**config.mk**
```make
export PLATFORM = sky130hd
export DESIGN_NAME = motor_ctrl_frame_scheduler
export DESIGN_NICKNAME = d
export VERILOG_FILES = /design/src/rtl/sched_pkg.sv /design/src/rtl/sync_fifo.sv /design/src/rtl/frame_timer.sv /design/src/rtl/motor_ctrl_frame_scheduler.sv
export SDC_FILE = /design/constraint.sdc
export NUM_CORES = 1
export LEC_CHECK = 0
export ABC_AREA = 0
export BUFFER_PORTS_ARGS = -buffer_cell sky130_fd_sc_hd__buf_2
export CAP_MARGIN = 20
export CORE_ASPECT_RATIO = 0.8
export CORE_MARGIN = 1
export CORE_UTILIZATION = 35
export DETAILED_ROUTE_END_ITERATION = 10
export GPL_ROUTABILITY_DRIVEN = 0
export PLACE_DENSITY = 0.65
export SETUP_SLACK_MARGIN = 0.2
export SYNTH_ARGS = -nofsm -noshare
export SYNTH_HDL_FRONTEND = slang
export SYNTH_HIERARCHICAL = 1
export SYNTH_SLANG_ARGS = --single-unit
```
**constraint.sdc**
```tcl
create_clock -name core_clk -period 3.25 [get_ports core_clk]
set_input_delay 0.65 -clock core_clk [delete_from_list [all_inputs] [get_ports core_clk]]
set_output_delay 0.65 -clock core_clk [all_outputs]
set_load 0.02 [all_outputs]
```
**src/rtl/sched_pkg.sv**
```systemverilog
package sched_pkg;
	// Clock and time base
	localparam int CLK_NS    = 25;        // core_clk period
	localparam int MS_NS     = 1000000;   // One millisecond
	localparam int TICK_CYC  = (MS_NS + CLK_NS - 1) / CLK_NS;
	localparam int N_FRAMES  = 5;         // Status frames
	localparam int PER_W     = 16;        // Period width, ms
	localparam int FIFO_DEPTH = 16;       // Queue depth
	// Default periods, ms
	localparam logic [15:0] PER_GENERAL = 16'h000a; // 10 ms
	localparam logic [15:0] PER_SLOW    = 16'h00a0; // 160 ms
	// Byte offsets
	localparam logic [7:0] OFS_PER0   = 8'h00; // Frame n at +4n
	localparam logic [7:0] OFS_PARAM  = 8'h14;
	localparam logic [7:0] OFS_CFG    = 8'h18;
	localparam logic [7:0] OFS_STAT   = 8'h1c;
	localparam logic [7:0] OFS_TARGET = 8'h20;
	localparam logic [7:0] OFS_SENT   = 8'h24;
	// Parameter write layout
	localparam int PARAM_VAL_BIT = 16;
	// Config register fields
	localparam int CFG_FB_LSB  = 0;  // Feedback select, 4 bits
	localparam int CFG_ZF_BIT  = 4;  // Zero on forward limit
	localparam int CFG_ZR_BIT  = 5;  // Zero on reverse limit
	localparam int CFG_ZI_BIT  = 6;  // Zero on index
	localparam int CFG_POL_BIT = 7;  // Index polarity, inert
	localparam logic [7:0] CFG_RST = 8'h00;
	// Status register fields
	localparam int STAT_LVL_LSB  = 8;
	localparam int STAT_MODE_LSB = 16;
	// Parameter codes
	localparam logic [15:0] FWD_NEW = 16'h0140; // 320
	localparam logic [15:0] FWD_OLD = 16'h0090; // 144
	localparam logic [15:0] REV_NEW = 16'h0141; // 321
	localparam logic [15:0] REV_OLD = 16'h0091; // 145
	localparam logic [15:0] IDX_NEW = 16'h0142; // 322
	localparam logic [15:0] IDX_OLD = 16'h0064; // 100
	localparam logic [15:0] IDX_POL = 16'h0143; // Arbitrary code

	typedef enum logic [2:0] {
		FR_GENERAL, FR_ANALOG, FR_PULSE, FR_TARGETS, FR_PIDF
	} frame_id_e;

	typedef enum logic [2:0] {
		MODE_DUTY, MODE_POSITION, MODE_VELOCITY, MODE_CURRENT,
		MODE_FOLLOWER
	} ctrl_mode_e;

	typedef struct packed {
		logic [1:0]  profile_slot; // Gain slot
		ctrl_mode_e  mode;         // Control mode
		logic        sensor_rev;   // Reverse feedback
		logic        output_rev;   // Reverse output
		logic [31:0] demand;       // Set point, duty or leader
		logic [7:0]  ramp_rate;    // Output ramp
		logic        brake_ovr_en; // Brake override valid
		logic        brake_ovr;    // Brake override value
		logic        limit_ovr_en; // Limit override valid
		logic        limit_ovr;    // Limit override value
	} cmd_frame_s;

	typedef struct packed {
		logic signed [9:0] motor_out; // -512..+511
		logic [7:0]  faults;
		logic [15:0] an_pos, an_vel;
		logic [7:0]  temp, batt;
		logic [15:0] pw_period, pw_high, pw_pos, pw_vel;
		logic [31:0] tgt_pos;
		logic [15:0] tgt_vel, tgt_head;
		logic [23:0] pid_err, pid_iacc;
		logic [15:0] pid_deriv;
	} sensor_s;

	typedef struct packed {
		frame_id_e   id;      // Which frame
		logic [63:0] payload; // Frame body
	} tx_frame_s;
endpackage

```
**src/rtl/sync_fifo.sv**
```systemverilog
`timescale 1ns/1ps
`default_nettype none
module sync_fifo #(
	parameter int W = 3,  // Word width
	parameter int D = 16  // Depth
) (
	input  wire logic             core_clk,  // Clock
	input  wire logic             rstn,      // Async reset, low
	input  wire logic             in_valid,  // Push request
	output logic                  in_ready,  // Not full
	input  wire logic [W-1:0]     in_data,   // Push word
	output logic                  out_valid, // Not empty
	input  wire logic             out_ready, // Pop request
	output logic [W-1:0]          out_data,  // Head word
	output logic [$clog2(D):0]    level      // Words held
);
	localparam int AW = $clog2(D);
	logic [W-1:0]  mem [D];   // Storage, no reset needed
	logic [AW-1:0] wr_ptr;    // Next write slot
	logic [AW-1:0] rd_ptr;    // Head slot
	logic          push;      // Accepted write
	logic          pop;       // Accepted read

	assign in_ready  = level != (AW+1)'(D);
	assign out_valid = level != '0;
	assign push      = in_valid & in_ready;
	assign pop       = out_valid & out_ready;
	assign out_data  = mem[rd_ptr];

	// Storage write
	always_ff @(posedge core_clk) begin
		if (push) begin
			mem[wr_ptr] <= in_data;
		end
	end

	// Pointers and fill level
	always_ff @(posedge core_clk or negedge rstn) begin
		if (!rstn) begin
			wr_ptr <= '0;
			rd_ptr <= '0;
			level  <= '0;
		end else begin
			if (push) wr_ptr <= wr_ptr + 1'b1;
			if (pop) rd_ptr <= rd_ptr + 1'b1;
			level <= level + (AW+1)'(push) - (AW+1)'(pop);
		end
	end
endmodule
`default_nettype wire

```
**src/rtl/frame_timer.sv**
```systemverilog
`timescale 1ns/1ps
`default_nettype none
module frame_timer #(
	parameter int W = 16  // Period width
) (
	input  wire logic         core_clk, // Clock
	input  wire logic         rstn,     // Async reset, low
	input  wire logic         tick,     // Millisecond strobe
	input  wire logic [W-1:0] period,   // Reload value, ms
	output logic              expire    // One-cycle pulse
);
	logic [W-1:0] cnt; // Remaining ms

	// Down-count on each tick; a zero period acts as one ms
	always_ff @(posedge core_clk or negedge rstn) begin
		if (!rstn) begin
			cnt    <= '0;
			expire <= 1'b0;
		end else begin
			expire <= 1'b0;
			if (tick) begin
				if (cnt <= W'(1)) begin
					cnt    <= period;
					expire <= 1'b1;
				end else begin
					cnt <= cnt - 1'b1;
				end
			end
		end
	end
endmodule
`default_nettype wire

```
**src/rtl/motor_ctrl_frame_scheduler.sv**
```systemverilog
// Functional notes
// Analog status frame every 160 ms default
// Converter always running, values always reported
// Pulse-width status frame every 160 ms default
// Trajectory target frame every 160 ms default
// Closed-loop terms frame every 160 ms default
// Host may change any frame period
// Host sends command frame, default 10 ms
// Command frame carries slot, mode, flags, overrides
// Command period set by host only, no timeout
// Index zeroing on rising edge only
// Both parameter codes accepted per zero setting
// Current mode target reported in milliamperes
// General status frame every 10 ms default
// Periods return to defaults after reset
// Per-frame ms down-counter queues frame on expiry
//
// Chosen here: the Avalon-MM register port and the register offsets.
`timescale 1ns/1ps
`default_nettype none
module motor_ctrl_frame_scheduler
	import sched_pkg::*;
#(
	parameter int TICK_CYCLES = TICK_CYC  // Cycles per ms
) (
	input  wire logic        core_clk,        // 40 MHz clock
	input  wire logic        rstn,            // Async reset, low
	input  wire logic [7:0]  avs_address,     // Byte address
	input  wire logic        avs_read,        // Read request
	input  wire logic        avs_write,       // Write request
	input  wire logic [31:0] avs_writedata,   // Write data
	input  wire logic [3:0]  avs_byteenable,  // Byte lanes
	output logic [31:0]      avs_readdata,    // Read data
	output logic             avs_waitrequest, // Stall
	input  wire logic        index_pin,       // Encoder index pin
	input  wire logic        fwd_limit_n,     // Fwd limit, low closed
	input  wire logic        rev_limit_n,     // Rev limit, low closed
	input  wire sensor_s     sensors,         // Live sensor values
	input  wire logic        cmd_valid,       // Command frame strobe
	input  wire cmd_frame_s  cmd,             // Command frame body
	output cmd_frame_s       cmd_out,         // Latched command
	output logic             tx_valid,        // Frame ready to send
	input  wire logic        tx_ready,        // Transmitter takes it
	output tx_frame_s        tx_frame,        // Frame to send
	output logic             pos_clear,       // Zero position pulse
	output logic             adc_run          // Converter enable
);
	localparam int LW = $clog2(FIFO_DEPTH) + 1;

	// Lowest pending frame wins the queue slot
	function automatic frame_id_e pick(input logic [N_FRAMES-1:0] p);
		pick = FR_GENERAL;
		for (int i = N_FRAMES - 1; i >= 0; i--) begin
			if (p[i]) pick = frame_id_e'(3'(i));
		end
	endfunction

	// Merge the two low byte lanes of a write
	function automatic logic [15:0] merge16(input logic [15:0] old,
		input logic [31:0] wd, input logic [3:0] be);
		merge16 = old;
		if (be[0]) merge16[7:0] = wd[7:0];
		if (be[1]) merge16[15:8] = wd[15:8];
	endfunction

	logic [15:0]          period [N_FRAMES]; // Per-frame period, ms
	logic [N_FRAMES-1:0]  expire;            // Timer pulses
	logic [N_FRAMES-1:0]  pend;              // Waiting for queue
	logic [N_FRAMES-1:0]  next_pend;         // Pending next value
	logic [31:0]          tick_cnt;          // Tick prescaler
	logic                 tick;              // One-ms strobe
	logic                 ack;               // Bus answer cycle
	logic                 do_wr;             // Write commits
	logic [7:0]           cfg;               // Config register
	logic [31:0]          sent;              // Frames sent
	logic                 q_in_ready;        // Queue has room
	logic                 q_out_valid;       // Queue has a frame
	logic                 q_out_ready;       // Output stage free
	logic [2:0]           q_out_data;        // Queued frame id
	logic [LW-1:0]        q_level;           // Queue fill
	logic                 q_push;            // Frame enters queue
	logic [2:0]           s1;                // Pin sync stage 1
	logic [2:0]           s2;                // Pin sync stage 2
	logic [2:0]           s3;                // Previous synced
	logic [63:0]          next_payload;      // Payload to load

	// Millisecond tick from core_clk
	always_ff @(posedge core_clk or negedge rstn) begin
		if (!rstn) begin
			tick_cnt <= '0;
			tick     <= 1'b0;
		end else if (tick_cnt >= 32'(TICK_CYCLES - 1)) begin
			tick_cnt <= '0;
			tick     <= 1'b1;
		end else begin
			tick_cnt <= tick_cnt + 32'h0000_0001;
			tick     <= 1'b0;
		end
	end

	// One independent down-counter per status frame
	for (genvar g = 0; g < N_FRAMES; g++) begin : g_tmr
		frame_timer #(.W(PER_W)) u_tmr (
			.core_clk (core_clk),
			.rstn     (rstn),
			.tick     (tick),
			.period   (period[g]),
			.expire   (expire[g])
		);
	end

	// Pending flags; a fresh expiry beats the queue clear
	always_comb begin
		next_pend = pend;
		if (q_push) next_pend[pick(pend)] = 1'b0;
		next_pend = next_pend | expire;
	end

	always_ff @(posedge core_clk or negedge rstn) begin
		if (!rstn) begin
			pend <= '0;
		end else begin
			pend <= next_pend;
		end
	end

	// Queue stalls when full; pending bits hold the backlog
	assign q_push = |pend & q_in_ready;

	sync_fifo #(.W(3), .D(FIFO_DEPTH)) u_q (
		.core_clk  (core_clk),
		.rstn      (rstn),
		.in_valid  (|pend),
		.in_ready  (q_in_ready),
		.in_data   (pick(pend)),
		.out_valid (q_out_valid),
		.out_ready (q_out_ready),
		.out_data  (q_out_data),
		.level     (q_level)
	);

	// Bus: answer one cycle after the request appears
	assign avs_waitrequest = (avs_read | avs_write) & ~ack;
	assign do_wr = avs_write & ack;

	always_ff @(posedge core_clk or negedge rstn) begin
		if (!rstn) begin
			ack <= 1'b0;
		end else begin
			ack <= (avs_read | avs_write) & ~ack;
		end
	end

	// Period registers; reset always restores defaults
	always_ff @(posedge core_clk or negedge rstn) begin
		if (!rstn) begin
			period[FR_GENERAL] <= PER_GENERAL;
			period[FR_ANALOG]  <= PER_SLOW;
			period[FR_PULSE]   <= PER_SLOW;
			period[FR_TARGETS] <= PER_SLOW;
			period[FR_PIDF]    <= PER_SLOW;
		end else if (do_wr) begin
			for (int i = 0; i < N_FRAMES; i++) begin
				if (avs_address == OFS_PER0 + 8'(4 * i)) begin
					period[i] <= merge16(period[i], avs_writedata,
						avs_byteenable);
				end
			end
		end
	end

	// Config: direct write or by parameter code
	always_ff @(posedge core_clk or negedge rstn) begin
		if (!rstn) begin
			cfg <= CFG_RST;
		end else if (do_wr && avs_byteenable[0]) begin
			if (avs_address == OFS_CFG) begin
				cfg <= avs_writedata[7:0];
			end else if (avs_address == OFS_PARAM) begin
				unique case (avs_writedata[15:0])
					FWD_NEW, FWD_OLD:
						cfg[CFG_ZF_BIT] <= avs_writedata[PARAM_VAL_BIT];
					REV_NEW, REV_OLD:
						cfg[CFG_ZR_BIT] <= avs_writedata[PARAM_VAL_BIT];
					IDX_NEW, IDX_OLD:
						cfg[CFG_ZI_BIT] <= avs_writedata[PARAM_VAL_BIT];
					IDX_POL:
						cfg[CFG_POL_BIT] <= avs_writedata[PARAM_VAL_BIT];
					default: ; // Unknown codes ignored
				endcase
			end
		end
	end

	// Read data loads in the stall cycle, stands at the answer
	always_ff @(posedge core_clk or negedge rstn) begin
		if (!rstn) begin
			avs_readdata <= '0;
		end else if (avs_read && !ack) begin
			avs_readdata <= '0;
			for (int i = 0; i < N_FRAMES; i++) begin
				if (avs_address == OFS_PER0 + 8'(4 * i)) begin
					avs_readdata <= {16'h0000, period[i]};
				end
			end
			unique case (avs_address)
				OFS_CFG: avs_readdata <= {24'h000000, cfg};
				OFS_STAT: begin
					avs_readdata[N_FRAMES-1:0] <= pend;
					avs_readdata[STAT_LVL_LSB +: LW] <= q_level;
					avs_readdata[STAT_MODE_LSB +: 3] <= cmd_out.mode;
				end
				// Current mode demand is held in mA already
				OFS_TARGET: avs_readdata <= cmd_out.demand;
				OFS_SENT: avs_readdata <= sent;
				default: ; // Periods above, rest reads zero
			endcase
		end
	end

	// Command frame latch; no timeout, host sets the pace
	always_ff @(posedge core_clk or negedge rstn) begin
		if (!rstn) begin
			cmd_out <= '0;
		end else if (cmd_valid) begin
			cmd_out <= cmd;
		end
	end

	// Converter stays on from reset onward
	always_ff @(posedge core_clk or negedge rstn) begin
		if (!rstn) begin
			adc_run <= 1'b0;
		end else begin
			adc_run <= 1'b1;
		end
	end

	// Pin synchronisers: index, fwd, rev
	always_ff @(posedge core_clk or negedge rstn) begin
		if (!rstn) begin
			s1 <= 3'h6;
			s2 <= 3'h6;
			s3 <= 3'h6;
		end else begin
			s1 <= {rev_limit_n, fwd_limit_n, index_pin};
			s2 <= s1;
			s3 <= s2;
		end
	end

	// Position zero; polarity bit kept but never used
	always_ff @(posedge core_clk or negedge rstn) begin
		if (!rstn) begin
			pos_clear <= 1'b0;
		end else begin
			pos_clear <= (cfg[CFG_ZI_BIT] & s2[0] & ~s3[0])
				| (cfg[CFG_ZF_BIT] & ~s2[1] & s3[1])
				| (cfg[CFG_ZR_BIT] & ~s2[2] & s3[2]);
		end
	end

	// Build the body of the frame at the head of the queue
	always_comb begin
		unique case (frame_id_e'(q_out_data))
			FR_GENERAL: next_payload = {41'h0, sensors.motor_out,
				~s2[1], ~s2[2], sensors.faults, cmd_out.mode};
			FR_ANALOG: next_payload = {sensors.an_pos, sensors.an_vel,
				sensors.temp, sensors.batt, 12'h000,
				cfg[CFG_FB_LSB +: 4]};
			FR_PULSE: next_payload = {sensors.pw_period,
				sensors.pw_high, sensors.pw_vel, sensors.pw_pos};
			FR_TARGETS: next_payload = {sensors.tgt_pos,
				sensors.tgt_vel, sensors.tgt_head};
			FR_PIDF: next_payload = {sensors.pid_err,
				sensors.pid_iacc, sensors.pid_deriv};
			default: next_payload = '0; // Ids 5..7 never queued
		endcase
	end

	// Output stage: refill when empty or being taken
	assign q_out_ready = ~tx_valid | tx_ready;

	always_ff @(posedge core_clk or negedge rstn) begin
		if (!rstn) begin
			tx_valid <= 1'b0;
			tx_frame <= '0;
		end else if (q_out_ready) begin
			tx_valid <= q_out_valid;
			if (q_out_valid) begin
				tx_frame.id      <= frame_id_e'(q_out_data);
				tx_frame.payload <= next_payload;
			end
		end
	end

	// Count frames handed to the transmitter
	always_ff @(posedge core_clk or negedge rstn) begin
		if (!rstn) begin
			sent <= '0;
		end else if (tx_valid && tx_ready) begin
			sent <= sent + 32'h0000_0001;
		end
	end
endmodule
`default_nettype wire

```
==> impl_results.rst <==
.. list-table::
   :header-rows: 1

   * - Metric
     - Value
   * - Final number of hold-violating endpoints
     - 0
   * - Ratio of final minimum period to clock period
     - approximately nine tenths
   * - Global-route wire length before repair
     - roughly 130 mm
   * - Post-route insts no fill
     - around 3500
   * - Run status
     - finished, final reports clean
   * - Total instance count after detailed placement
     - about 3400
   * - Fin area
     - 0.0287 mm^2
   * - Clock Latency Late Sink
     - approximately 0.62 ns
   * - Total setup violations reported at the end of the flow
     - 0
   * - Leftover overflow at the end of global routing
     - 0
   * - Leakage dissipation
     - between 10 and 15 nW
   * - Highest fanout seen on the critical path
     - 10
   * - Number of distinct standard cells referenced by the synthesized netlist
     - 84
   * - CP Capture Type
     - register
   * - Post-synthesis instance area
     - 0.0231 mm^2
   * - Relative area change from synthesis to final layout
     - 24.6%
   * - Cell count after synthesis
     - 2068
   * - Top_reg_cell synth
     - sky130_fd_sc_hd__dfrtp_1
   * - Worst EP arrival
     - roughly 3.5 ns
   * - Proportion of netlist area held by the largest area contributor
     - 43.7%
   * - Die boundary height
     - roughly 230 um
   * - Final core occ
     - roughly 44%
   * - Final count of pins violating max slew
     - 0
   * - Capture point of the worst reg-to-reg path
     - tx_frame[45]$_DFFE_PN0P_
   * - Routed length per placed instance
     - around 25 um
   * - Sequential area share after synthesis
     - around 52%
   * - Antenna viol nets, final
     - 0
   * - Path type of the worst min-delay path
     - input pin to asynchronous set/reset pin
   * - Drt first pass iters
     - 7
   * - Total placed instance area
     - ~0.027 mm^2
   * - Synthesized area per cell
     - 11.1 um^2
   * - Power density over cell area
     - around 800 mW/mm^2
   * - XOR/XNOR Fraction of Synth Area
     - roughly 2.1%
   * - Largest area contributor in the netlist
     - sky130_fd_sc_hd__dfrtp_1
   * - Total of flip-flops plus latches after synthesis
     - 467
   * - Area fraction in and, or, nand and nor cells after synthesis
     - about an eighth
   * - Vias post-DR
     - just over 20000
   * - Max Fclk
     - approximately 0.34 GHz
   * - Setup slack of the worst register-to-register path
     - around 0.29 ns
   * - Multiplexer share of the synthesized area
     - a little under an eighth
   * - Clock transition time at the flip-flop clock pins of the worst setup and hold paths
     - around 0.070 ns
   * - Share of synthesized registers carrying an async set or reset
     - about nine tenths
   * - Commonest non-fill, non-tap cells in the layout
     - sky130_fd_sc_hd__buf_2 (497), sky130_fd_sc_hd__dfrtp_1 (401), sky130_fd_sc_hd__o21ai_0 (163)
   * - Minimum clock period
     - 2.96 ns
   * - Iter 0 DRT Violations
     - 1801
   * - Vias in the first global route
     - ~19000
   * - Max Cap Violations
     - 0
   * - Half-perimeter wire length after placement
     - around 67 mm
   * - Leading cell type in the layout, fill and taps excluded
     - sky130_fd_sc_hd__buf_2
   * - Main combinational cell family by area after synthesis
     - compound AO/OA/AOI/OAI gates
   * - Port Buffer Count
     - roughly 500
   * - Initial antenna violation count
     - 21
   * - Top post-synthesis cells by area
     - sky130_fd_sc_hd__dfrtp_1 (44%), sky130_fd_sc_hd__mux2_2 (7.4%), sky130_fd_sc_hd__edfxtp_1 (6.3%)
   * - TritonCTS clock tree
     - built
   * - Largest buffer count on any clock path
     - 3
   * - Area of the core region
     - ~0.065 mm^2
   * - WP data required
     - ~3.8 ns
   * - Post-synthesis adder-cell area fraction
     - 1.34%
   * - Hold bufs inserted after CTS
     - 0
   * - Total clock sinks
     - 467
   * - Synthesis Warnings
     - 6
   * - R2r worst-path depth
     - 10
   * - Clock skew
     - ~0.046 ns
   * - Num rows
     - 83
   * - Die width
     - slightly below 300 um
   * - Area fraction in compound gates after synthesis
     - between 10% and 20%
   * - Fraction of layout instances using a drive strength above 1
     - between 30% and 40%
   * - Startpoint of the worst register-to-register path
     - u_q/rd_ptr[2]$_DFFE_PN0P_
   * - Worst max-slew margin expressed relative to the limit
     - roughly 28%
   * - Pin count of the biggest net entering global routing
     - 74
   * - Die footprint
     - roughly 0.067 mm^2
   * - Sum of routed wire length over all layers
     - ~88 mm
   * - CTS root buffer
     - sky130_fd_sc_hd__clkbuf_16
   * - Net count reported at finish
     - approximately 3000
   * - Setup repair after global routing missed its margin
     - no
   * - Slew at the pin closest to its max-slew limit
     - between 1 and 1.5 ns
   * - Number of buffers added by the clock tree synthesis step
     - 50
   * - EDFF count, synth
     - 48
   * - Nature of the critical path startpoint
     - register
   * - H-tree depth reported by CTS
     - 2
   * - Initial core utilization
     - between 30% and 40%
   * - Gr usage total
     - 25.3%
   * - Maximum VDD drop
     - 0.000595 V
   * - Number of top-level pins
     - between 500 and 600
   * - Critical Setup Path Class
     - register to register
   * - DRC violations left
     - 0
   * - Via density
     - approximately 5.8
kinds of logic (layout without fill, tap and decap cells):
family	after synthesis	after routing
and+or+nand+nor	563	569
AOI/OAI and AO/OA	537	537
DFF	467	467
muxes	235	235
buffers and inverters	186	731
xor gates and xnor gates	54	54
adders and majority gates	24	24
other	2	24
worst max-delay path by stage:
stage                                to  slack, ns                 startpoint  cells after the start
2_1_floorplan  tx_frame[49]$_DFFE_PN0P_       0.47  u_q/rd_ptr[0]$_DFFE_PN0P_                     11
3_3_place_gp   tx_frame[41]$_DFFE_PN0P_      -0.11  u_q/rd_ptr[0]$_DFFE_PN0P_                      9
3_5_place_dp   tx_frame[40]$_DFFE_PN0P_      -0.30  u_q/rd_ptr[0]$_DFFE_PN0P_                      9
4_1_cts        tx_frame[45]$_DFFE_PN0P_       0.17  u_q/rd_ptr[0]$_DFFE_PN0P_                      9
5_1_grt        tx_frame[37]$_DFFE_PN0P_       0.16  u_q/rd_ptr[2]$_DFFE_PN0P_                     10
6_report       tx_frame[45]$_DFFE_PN0P_       0.29  u_q/rd_ptr[2]$_DFFE_PN0P_                     10
sequential cells by signal, indices dropped and copies added (netlist names):
register / flops
ack: 1
adc_run: 1
avs_readdata: 32
cfg: 8
cmd_out: 51
g_tmr.u_tmr/cnt: 80
g_tmr.u_tmr/expire: 5
pend: 5
period: 80
pos_clear: 1
s1: 3
s2: 3
s3: 3
sent: 32
tick: 1
tick_cnt: 32
tx_frame: 67
tx_valid: 1
u_q/level: 5
u_q/mem: 48
u_q/rd_ptr: 4
u_q/wr_ptr: 4
layout make-up:
type                    count  area, um^2
well taps                 850        1060
multi-input cells        1436       10500
fillers                  6017       35900
clock buffers              71        1490
repair buffers            575        3170
clock inverters            22         312
inverters                  63         236
diodes                      7        17.5
flip-flops and latches    467       11900
metal layers:
metal | vias up | part of all wire (%) | track usage (%)
met1 | 10100 | 41 | 32.7
met2 | 1001 | 44 | 38.4
met5 | - | 0.30 | 1.32
met3 | 210 | 9.5 | 7.39
met4 | 26 | 5.3 | 12.6
li1 | 8767 | - | -
worst max-delay path: stages (launching register included):
cell and delay, ns:
sky130_fd_sc_hd__dfrtp_1 0.44, sky130_fd_sc_hd__and2_1 0.34, sky130_fd_sc_hd__buf_4 0.20, sky130_fd_sc_hd__a221oi_2 0.07, sky130_fd_sc_hd__o21ai_0 0.24, sky130_fd_sc_hd__nand2_2 0.12, sky130_fd_sc_hd__buf_4 0.17, sky130_fd_sc_hd__nand2b_4 0.23
sky130_fd_sc_hd__nor2_2 0.63, sky130_fd_sc_hd__a221oi_1 0.21, sky130_fd_sc_hd__o21ai_0 0.18
synth_stat cells, drive strengths merged, types with 19 or more instances:
master / n
nor2b: 19
and2: 21
o21ai: 172
nand3: 40
a22o: 64
xnor2: 36
inv: 63
dfrtp: 403
nand2: 158
a22oi: 35
mux2: 152
ha: 23
edfxtp: 48
nor3: 35
nor4: 42
a221oi: 63
clkbuf: 76
a21oi: 84
nor2: 141
buf: 47
mux2i: 68
metrics by stage:
| stage | power [mW] | hold slack [ns] | TNS [ns] | worst slack, ns |
|---|---|---|---|---|
| after global routing | 23.9 | 0.0436 | 0 | 0.161 |
| after CTS | 22.6 | 0.0164 | 0 | 0.175 |
| after floorplan | 13.1 | 0.331 | 0 | 0.471 |
| final | 22.7 | 0.0232 | 0 | 0.291 |
| after detailed placement | 16.0 | 0.335 | -6.74 | -0.295 |
| after global placement | 15.7 | 0.339 | -2.29 | -0.111 |
power by group:
group	leakage [nW]	internal [mW]	switching (mW)	total, mW
clock network	0.877	3.70	2.55	6.25
registers	5.76	6.93	1.17	8.10
logic	6.55	3.47	4.92	8.38
total	13.2	14.1	8.64	22.7
timing repair:
action	4_1_cts	5_1_grt
setup endpoints to repair	42	58
setup buffers	1	4
gates resized for setup	7	9
cloned	4	2
pin swaps	4	3
No activity file was read; power rests on OpenSTA's default activity.
